$ cat config.mk
export PLATFORM = sky130hd
export DESIGN_NAME = ssg_sysctl_regs
export DESIGN_NICKNAME = d
export VERILOG_FILES = /design/src/ssg_pkg.sv /design/src/ssg_sysctl_regs.sv
export SDC_FILE = /design/constraint.sdc
export NUM_CORES = 1
export LEC_CHECK = 0
export BUFFER_PORTS_ARGS = -buffer_cell sky130_fd_sc_hd__buf_4
export CAP_MARGIN = 20
export CORE_MARGIN = 2
export CORE_UTILIZATION = 45
export DETAILED_ROUTE_END_ITERATION = 16
export PLACE_DENSITY = 0.71
export SYNTH_ARGS = -nofsm -noshare
export SYNTH_HDL_FRONTEND = slang
export SYNTH_SLANG_ARGS = --single-unit
$ cat constraint.sdc
create_clock -name clock -period 3.3 [get_ports clock]
set_input_delay 0.66 -clock clock [delete_from_list [all_inputs] [get_ports clock]]
set_output_delay 0.66 -clock clock [all_outputs]
set_load 0.01 [all_outputs]
$ cat src/ssg_pkg.sv
// constants for the system-control scratch, pin and bus status register bank
package ssg_pkg;

    // bus geometry
    localparam int          DATA_W          = 32;
    localparam int          ADDR_W          = 12;
    localparam int          SEL_W           = DATA_W / 8;
    localparam int          PIN_COUNT       = 16;
    localparam int          BUS_ADDR_W      = 7;

    // register byte offsets
    localparam logic [11:0] OFF_SCRATCH     = 12'h40c;
    localparam logic [11:0] OFF_ALT_SEL     = 12'h418;
    localparam logic [11:0] OFF_DIR         = 12'h41c;
    localparam logic [11:0] OFF_LEVEL       = 12'h420;
    localparam logic [11:0] OFF_STATUS      = 12'h424;
    localparam logic [11:0] OFF_IRQ_MASK    = 12'h440;

    // reset values
    localparam logic [31:0] RST_SCRATCH     = 32'h0000_0000;
    localparam logic [15:0] RST_PIN_FIELD   = 16'h0000;
    localparam logic [6:0]  RST_BUS_ADDR    = 7'h00;

    // status field positions
    localparam int          TGT_ADDR_LSB    = 1;
    localparam int          CTL_ADDR_LSB    = 9;
    localparam int          LOAD_DONE_BIT   = 24;
    localparam int          ERR_LSB         = 25;
    localparam int          ERR_W           = 5;
    localparam int          ERR_NACK        = 0;
    localparam int          ERR_ARB         = 1;
    localparam int          ERR_COND        = 2;
    localparam int          ERR_CSUM        = 3;
    localparam int          ERR_UNMAP       = 4;
    localparam logic [4:0]  RST_ERR         = 5'h00;

    // arbitration retry limit
    localparam int          ARB_LOSS_LIMIT  = 16;
    localparam int          ARB_CNT_W       = 5;
    localparam logic [4:0]  ARB_CNT_ZERO    = 5'h00;
    localparam logic [4:0]  ARB_CNT_LAST    = 5'(ARB_LOSS_LIMIT - 1);

endpackage : ssg_pkg

$ cat src/ssg_sysctl_regs.sv
// system-control register bank: scratch word, pin control and bus status flags
//
// Summary of operation
// - 32-bit scratch word, resets to zero, reads back last write, no side effect.
// - sticky alternate-select bit per pin: one routes alternate function, zero plain pin.
// - sticky direction bit in plain mode: set drives output, clear is input.
// - alternate-mode pins ignore direction bit; alternate function decides drive.
// - pin data read returns live level of all sixteen pins.
// - pin data write drives only plain output pins; other pins unaffected.
// - status bits 7:1 show hardware-assigned target-side bus address, read-only.
// - status bits 15:9 show hardware-assigned controller-side bus address, read-only.
// - bit 24 sets when boot-time configuration load finishes or hits a checksum error.
// - bit 25 sets on unexpected not-acknowledge; write one clears it.
// - arbitration losses retry; sixteenth consecutive loss aborts and sets bit 26.
// - bit 27 sets on misplaced start or stop condition; write one clears.
// - bit 28 sets on bad load checksum or missing done command.
// - bit 29 sets when load targets an absent register; write one clears.
//
// Added by the designer: register access over Wishbone.
`timescale 1ns/1ns
module ssg_sysctl_regs
    import ssg_pkg::*;
#(
    parameter int PIN_W = PIN_COUNT
) (
    // clock and resets
    input  wire logic                  clock,
    input  wire logic                  rst,
    input  wire logic                  soft_rst,
    // wishbone slave
    input  wire logic                  wb_cyc,
    input  wire logic                  wb_stb,
    input  wire logic                  wb_we,
    input  wire logic [ADDR_W-1:0]     wb_adr,
    input  wire logic [SEL_W-1:0]      wb_sel,
    input  wire logic [DATA_W-1:0]     wb_dat_w,
    output logic      [DATA_W-1:0]     wb_dat_r,
    output logic                       wb_ack,
    // pins
    input  wire logic [PIN_W-1:0]      pin_in,
    output logic      [PIN_W-1:0]      pin_out,
    output logic      [PIN_W-1:0]      pin_oe_n,
    // alternate functions
    input  wire logic [PIN_W-1:0]      alt_out,
    input  wire logic [PIN_W-1:0]      alt_oe_n,
    // hardware-assigned bus addresses
    input  wire logic                  bus_addr_load,
    input  wire logic [BUS_ADDR_W-1:0] target_side_bus_address,
    input  wire logic [BUS_ADDR_W-1:0] controller_side_bus_address,
    // controller-side bus engine events
    input  wire logic                  nack_event,
    input  wire logic                  arb_lost_event,
    input  wire logic                  arb_won_event,
    input  wire logic                  misplaced_cond_event,
    output logic                       arb_abort,
    // configuration loader events
    input  wire logic                  eeprom_boot_mode,
    input  wire logic                  load_finished_event,
    input  wire logic                  load_checksum_event,
    input  wire logic                  unmapped_target_event,
    // interrupt
    output logic                       irq
);

    // byte-lane mask from select lines
    function automatic logic [DATA_W-1:0] lane_mask(input logic [SEL_W-1:0] sel);
        logic [DATA_W-1:0] m;
        m = '0;
        for (int i = 0; i < SEL_W; i++) begin
            m[i*8 +: 8] = {8{sel[i]}};
        end
        return m;
    endfunction : lane_mask

    // word address match
    function automatic logic reg_hit(input logic [ADDR_W-1:0] adr, input logic [11:0] off);
        return adr[ADDR_W-1:2] == off[ADDR_W-1:2];
    endfunction : reg_hit

    // state
    logic [DATA_W-1:0]     scratch_word_register_q;
    logic [PIN_W-1:0]      pin_alt_select_bits_q;
    logic [PIN_W-1:0]      pin_direction_bits_q;
    logic [PIN_W-1:0]      pin_level_bits_q;
    logic [BUS_ADDR_W-1:0] tgt_addr_q;
    logic [BUS_ADDR_W-1:0] ctl_addr_q;
    logic                  config_load_done_q;
    logic [ERR_W-1:0]      err_q;
    logic [ERR_W-1:0]      irq_mask_q;
    logic [ARB_CNT_W-1:0]  arb_cnt_q;
    logic                  arb_abort_q;
    logic                  ack_q;
    logic [DATA_W-1:0]     rdata_q;
    logic [PIN_W-1:0]      pin_out_q;
    logic [PIN_W-1:0]      pin_oe_n_q;
    logic                  irq_q;

    // bus decode
    wire logic              req        = wb_cyc && wb_stb && !ack_q;
    wire logic              wr         = req && wb_we;
    wire logic [DATA_W-1:0] be         = lane_mask(wb_sel);
    wire logic              hit_scr    = reg_hit(wb_adr, OFF_SCRATCH);
    wire logic              hit_alt    = reg_hit(wb_adr, OFF_ALT_SEL);
    wire logic              hit_dir    = reg_hit(wb_adr, OFF_DIR);
    wire logic              hit_lvl    = reg_hit(wb_adr, OFF_LEVEL);
    wire logic              hit_sts    = reg_hit(wb_adr, OFF_STATUS);
    wire logic              hit_msk    = reg_hit(wb_adr, OFF_IRQ_MASK);
    wire logic [DATA_W-1:0] wmerge_scr = (scratch_word_register_q & ~be) | (wb_dat_w & be);
    wire logic [DATA_W-1:0] wbits      = wb_dat_w & be;

    // pin modes
    wire logic [PIN_W-1:0]  plain_out  = ~pin_alt_select_bits_q & pin_direction_bits_q;
    wire logic [PIN_W-1:0]  lvl_wmask  = plain_out & be[PIN_W-1:0];
    wire logic [PIN_W-1:0]  alt_wmask  = be[PIN_W-1:0];

    // next values of the pin control fields
    wire logic [PIN_W-1:0]  alt_sel_d  = (wr && hit_alt)
                                       ? ((pin_alt_select_bits_q & ~alt_wmask) | (wbits[PIN_W-1:0]))
                                       : pin_alt_select_bits_q;
    wire logic [PIN_W-1:0]  dir_d      = (wr && hit_dir)
                                       ? ((pin_direction_bits_q & ~alt_wmask) | (wbits[PIN_W-1:0]))
                                       : pin_direction_bits_q;
    wire logic [PIN_W-1:0]  level_d    = (wr && hit_lvl)
                                       ? ((pin_level_bits_q & ~lvl_wmask) | (wb_dat_w[PIN_W-1:0] & lvl_wmask))
                                       : pin_level_bits_q;

    // pin drivers: alternate mode follows the alternate function
    wire logic [PIN_W-1:0]  pin_out_d  = (pin_alt_select_bits_q & alt_out)
                                       | (~pin_alt_select_bits_q & pin_level_bits_q);
    wire logic [PIN_W-1:0]  pin_oe_n_d = (pin_alt_select_bits_q & alt_oe_n)
                                       | (~pin_alt_select_bits_q & ~pin_direction_bits_q);

    // arbitration loss counting
    wire logic              arb_limit  = arb_lost_event && (arb_cnt_q == ARB_CNT_LAST);
    wire logic [ARB_CNT_W-1:0] arb_cnt_d = (arb_won_event || arb_limit) ? ARB_CNT_ZERO
                                       : arb_lost_event ? arb_cnt_q + 5'h01
                                       : arb_cnt_q;

    // error events and write-one-to-clear; set wins over clear
    wire logic [ERR_W-1:0]  err_set;
    assign err_set[ERR_NACK]  = nack_event;
    assign err_set[ERR_ARB]   = arb_limit;
    assign err_set[ERR_COND]  = misplaced_cond_event;
    assign err_set[ERR_CSUM]  = load_checksum_event;
    assign err_set[ERR_UNMAP] = unmapped_target_event;
    wire logic [ERR_W-1:0]  err_clr    = (wr && hit_sts) ? wbits[ERR_LSB +: ERR_W] : RST_ERR;
    wire logic [ERR_W-1:0]  err_d      = (err_q & ~err_clr) | err_set;
    wire logic [ERR_W-1:0]  mask_d     = (wr && hit_msk)
                                       ? ((irq_mask_q & ~be[ERR_LSB +: ERR_W]) | wbits[ERR_LSB +: ERR_W])
                                       : irq_mask_q;

    // load done
    wire logic              load_done_d = config_load_done_q
                                       || (eeprom_boot_mode && (load_finished_event || load_checksum_event));

    // status word
    wire logic [DATA_W-1:0] status_word;
    assign status_word[0]                                = 1'h0;
    assign status_word[TGT_ADDR_LSB +: BUS_ADDR_W]       = tgt_addr_q;
    assign status_word[CTL_ADDR_LSB - 1]                 = 1'h0;
    assign status_word[CTL_ADDR_LSB +: BUS_ADDR_W]       = ctl_addr_q;
    assign status_word[LOAD_DONE_BIT-1:CTL_ADDR_LSB+BUS_ADDR_W] = 8'h00;
    assign status_word[LOAD_DONE_BIT]                    = config_load_done_q;
    assign status_word[ERR_LSB +: ERR_W]                 = err_q;
    assign status_word[DATA_W-1:ERR_LSB+ERR_W]           = 2'h0;

    wire logic [DATA_W-1:0] mask_word  = DATA_W'({irq_mask_q, {ERR_LSB{1'b0}}});

    // read mux; unmapped addresses answer zero
    wire logic [DATA_W-1:0] rdata_d    = hit_scr ? scratch_word_register_q
                                       : hit_alt ? DATA_W'(pin_alt_select_bits_q)
                                       : hit_dir ? DATA_W'(pin_direction_bits_q)
                                       : hit_lvl ? DATA_W'(pin_in)
                                       : hit_sts ? status_word
                                       : hit_msk ? mask_word
                                       : 32'h0000_0000;

    // bus answer
    always_ff @(posedge clock) begin
        if (rst || soft_rst) begin
            ack_q   <= 1'b0;
            rdata_q <= 32'h0000_0000;
        end else begin
            ack_q   <= req;
            rdata_q <= req ? rdata_d : rdata_q;
        end
    end

    // non-sticky registers
    always_ff @(posedge clock) begin
        if (rst || soft_rst) begin
            scratch_word_register_q <= RST_SCRATCH;
            err_q                   <= RST_ERR;
            irq_mask_q              <= RST_ERR;
            arb_cnt_q               <= ARB_CNT_ZERO;
            arb_abort_q             <= 1'b0;
            irq_q                   <= 1'b0;
        end else begin
            scratch_word_register_q <= (wr && hit_scr) ? wmerge_scr : scratch_word_register_q;
            err_q                   <= err_d;
            irq_mask_q              <= mask_d;
            arb_cnt_q               <= arb_cnt_d;
            arb_abort_q             <= arb_limit;
            irq_q                   <= |(err_d & mask_d);
        end
    end

    // sticky registers survive the soft reset
    always_ff @(posedge clock) begin
        if (rst) begin
            pin_alt_select_bits_q <= RST_PIN_FIELD;
            pin_direction_bits_q  <= RST_PIN_FIELD;
            pin_level_bits_q      <= RST_PIN_FIELD;
            pin_out_q             <= RST_PIN_FIELD;
            pin_oe_n_q            <= ~RST_PIN_FIELD;
        end else begin
            pin_alt_select_bits_q <= alt_sel_d;
            pin_direction_bits_q  <= dir_d;
            pin_level_bits_q      <= level_d;
            pin_out_q             <= pin_out_d;
            pin_oe_n_q            <= pin_oe_n_d;
        end
    end

    // hardware-initialised fields, cleared only by the full reset
    always_ff @(posedge clock) begin
        if (rst) begin
            tgt_addr_q         <= RST_BUS_ADDR;
            ctl_addr_q         <= RST_BUS_ADDR;
            config_load_done_q <= 1'b0;
        end else begin
            tgt_addr_q         <= bus_addr_load ? target_side_bus_address : tgt_addr_q;
            ctl_addr_q         <= bus_addr_load ? controller_side_bus_address : ctl_addr_q;
            config_load_done_q <= load_done_d;
        end
    end

    // outputs
    assign wb_ack    = ack_q;
    assign wb_dat_r  = rdata_q;
    assign pin_out   = pin_out_q;
    assign pin_oe_n  = pin_oe_n_q;
    assign arb_abort = arb_abort_q;
    assign irq       = irq_q;
endmodule : ssg_sysctl_regs

==> key figures <==
Status
  – Status: finished clean

Setup path
  – Critical setup path kind: flop to flop
  – Crit path arrival time: 2690 ps
  – Worst path required time: 3580 ps
  – CP max FO: 11
  – Buffers & Inverters on Critical Path: 0
  – R2R depth: 5
  – Crit-path cells: and4b_1 -> nand2_1 -> nor3_4 -> mux2i_1 -> nor2_1
  – Worst path depth: 5
  – Worst Setup End Kind: flop
  – CP peak stage delay: 720 ps
  – Delay-heaviest family, CP: simple AND/OR/NAND/NOR gates
  – Startpoint types: flop
  – CP max stage cell: nor3_4

GRT
  – Gr ovfl total: 0
  – Wire length of the first global-routing pass: 29150 um
  – Total GRT Usage: 0.2293
  – Initial antenna violation count: 0
  – Number of global-route vias before repair: 5667
  – Largest net degree at the start of global routing: 96

Finish
  – Share of layout cells above drive strength 1: 0.2851
  – Design area: 9206 um2
  – Area grow syn2layout: 31.86%
  – Fillers: 1347
  – Area of the multi-input gates: 3256 um2
  – Number of inserted diodes: 0
  – Final nets: 1012
  – FF/Latch Area: 3543 um2

Yosys
  – Register bit total from synthesis: 177
  – Post-synthesis sequential area ratio: 0.5075
  – Post-synth cell types: 42
  – Synthesized area per cell: 9.875 um2
  – Mapped Nets: 834
  – Post-synthesis cell area: 6982 um2
  – Top_reg_cell synth: dfxtp_1
  – Number of flops mapped to enable cells by yosys: 0
  – Cell count after synthesis: 707
  – Yosys warning total: 0
  – Post-synth ARST share: 0

Drt
  – DRC violation count after routing: 0
  – Avg WL per Cell: 17.42 um
  – DR pass1 iterations: 5
  – DRT iter0 DRCs: 381
  – Vias per inst: 5.449
  – Routed wire length: 18920 um
  – Post-route ant nets: 0
  – Vias post-DR: 5918

Worst hold path
  – Hold Path Class: input pin to flop
  – Depth of the worst hold-timing path: 2

Placement
  – RePlAce Congestion: 0.7791
  – Placed cell area: 8581 um2
  – DP HPWL: 12640 um
  – Port Buf Inserts: 189

Clocking
  – CTS tree: built
  – Worst skew pair latency: 430 ps
  – H-Tree Depth: 4
  – Cts bufs inserted: 17
  – Clk buf depth: 2
  – Post-CTS sizing: 0
  – Hold-fix buffers at CTS: 0
  – Clk root buf: clkbuf_16
  – CTS clk-pin slew, worst paths: 60 ps
  – Setup bufs post-CTS: 0
  – Clock Sinks: 177

Floorplan
  – Die H: 128.6 um
  – Core area: 15200 um2
  – Num rows: 45
  – Die area: 16530 um2
  – Ports: 192
  – Initial core utilization: 0.4593
  – Die width: 128.6 um

Timing
  – TNS Setup: 0 ps
  – Slew Viols, Final: 0
  – Final Skew: 8.095 ps
  – RSZ-0062 raised after global routing: false
  – Relative slew slack: 0.3256
  – Setup violators final: 0
  – Tightest Pin Transition: 1012 ps
  – Final min period: 2410 ps
  – Fmax: 415.0 MHz
  – Final Cycle Share: 0.7302
  – Final hold vios: 0

Power
  – Switching power: 0.9645 mW
  – Clock power frac: 0.463
  – VDD IR-drop max: 0.3427 mV
  – PD cells: 494.4 nW/um2
  – Internal power: 3.587 mW
  – Share of power burned in registers: 0.477
  – Switching Share: 0.2119
  – Logic pwr share: 0.060
  – P_leak: 3.506 nW

Flow run
  – Max_cap viols: 0
[worst paths after layout]
path	slack [ps]	end	startpoint
max	890	flop	wb_ack
min	430	pin_oe_n[9]	alt_oe_n[9]
max reg2reg	890	flop	wb_ack
min reg2reg	450	config_load_done_q	config_load_done_q
[logic make-up after synthesis]
kind of cell	Yosys count	share of synthesized area
AOI/OAI and AO/OA	115	0.1165
DFF	177	0.5075
muxes	116	0.1672
xor gates and xnor gates	3	0.003764
and+or+nand+nor	245	0.1722
buffers and inverters	49	0.02921
adders and majority gates	2	0.003584
[placed cells by master (no fill, tap or decap), drive strengths merged, types with 6 or more instances in the layout]
| cell | n |
|---|---|
| nand3 | 11 |
| a21oi | 14 |
| a221oi | 17 |
| and2 | 7 |
| nor2 | 151 |
| nor4b | 17 |
| a22oi | 17 |
| a31oi | 16 |
| buf | 204 |
| clkbuf | 23 |
| nor3 | 8 |
| dfxtp | 177 |
| a211oi | 6 |
| clkinv | 6 |
| mux2i | 111 |
| nand2 | 30 |
| o21ai | 20 |
| a211o | 16 |
[synth_stat cells, types with 2 or more instances]
cell / count / area (um2)
a222oi_1: 5 / 50.05
nor3_4: 4 / 65.06
and3_1: 4 / 25.02
a31oi_1: 16 / 100.1
nor2b_1: 3 / 18.77
nor3_1: 3 / 15.01
a221oi_1: 17 / 148.9
a21oi_1: 14 / 70.07
nand3_1: 11 / 55.05
and4_1: 2 / 17.52
or2_2: 2 / 12.51
o21ai_0: 20 / 100.1
inv_1: 4 / 15.01
mux2_2: 5 / 56.30
dfxtp_1: 177 / 3543
nor2_1: 151 / 566.8
a22oi_1: 17 / 127.6
a21boi_0: 3 / 22.52
nand2_1: 30 / 112.6
ha_1: 2 / 25.02
nand4_1: 2 / 12.51
nor4b_1: 17 / 148.9
mux2i_1: 111 / 1111
and2_1: 7 / 43.79
a211oi_1: 6 / 45.04
buf_1: 2 / 7.510
clkbuf_1: 29 / 108.9
a211o_1: 16 / 140.1
xor2_1: 2 / 17.52
buf_2: 13 / 65.06
[metal layers]
| layer | track usage | wire, um | part of all wire |
|---|---|---|---|
| met1 | 0.3040 | 8787 | 0.46 |
| met2 | 0.3598 | 8487 | 0.45 |
| met3 | 0.06403 | 1385 | 0.073 |
| met4 | 0.08376 | 258 | 0.014 |
| met5 | 0 | 0 | 0 |
[stage by stage]
stage	worst slack [ps]	hold WS, ps	std cells	util	total power [mW]
floorplan	1135	425.3	707	-	2.317
global placement	567.1	439.6	1054	0.5644	2.492
global route	747.2	420.2	1086	0.6056	4.704
finish	890.2	434.1	1086	0.6056	4.551
CTS	909.8	416.2	1086	0.6056	4.588
detailed placement	539.5	445.0	1054	0.5644	2.494
[power by group through the flow]
stage	Combinational (mW)	Sequential (mW)	Clock, mW
3_3_place_gp	0.274	2.22	0
2_1_floorplan	0.0974	2.22	0
3_5_place_dp	0.276	2.22	0
4_1_cts	0.276	2.17	2.14
5_1_grt	0.297	2.17	2.24
6_report	0.275	2.17	2.11
[area by class of cell]
class                      instances  share of cell area
inverter                           4            0.001631
timing repair buffer             204              0.1663
clock buffer                      23             0.05409
tap                              188             0.02555
sequential                       177              0.3849
clock inverter                     9             0.01386
multi-input combinational        481              0.3536
(Power assumes the default switching activity.)
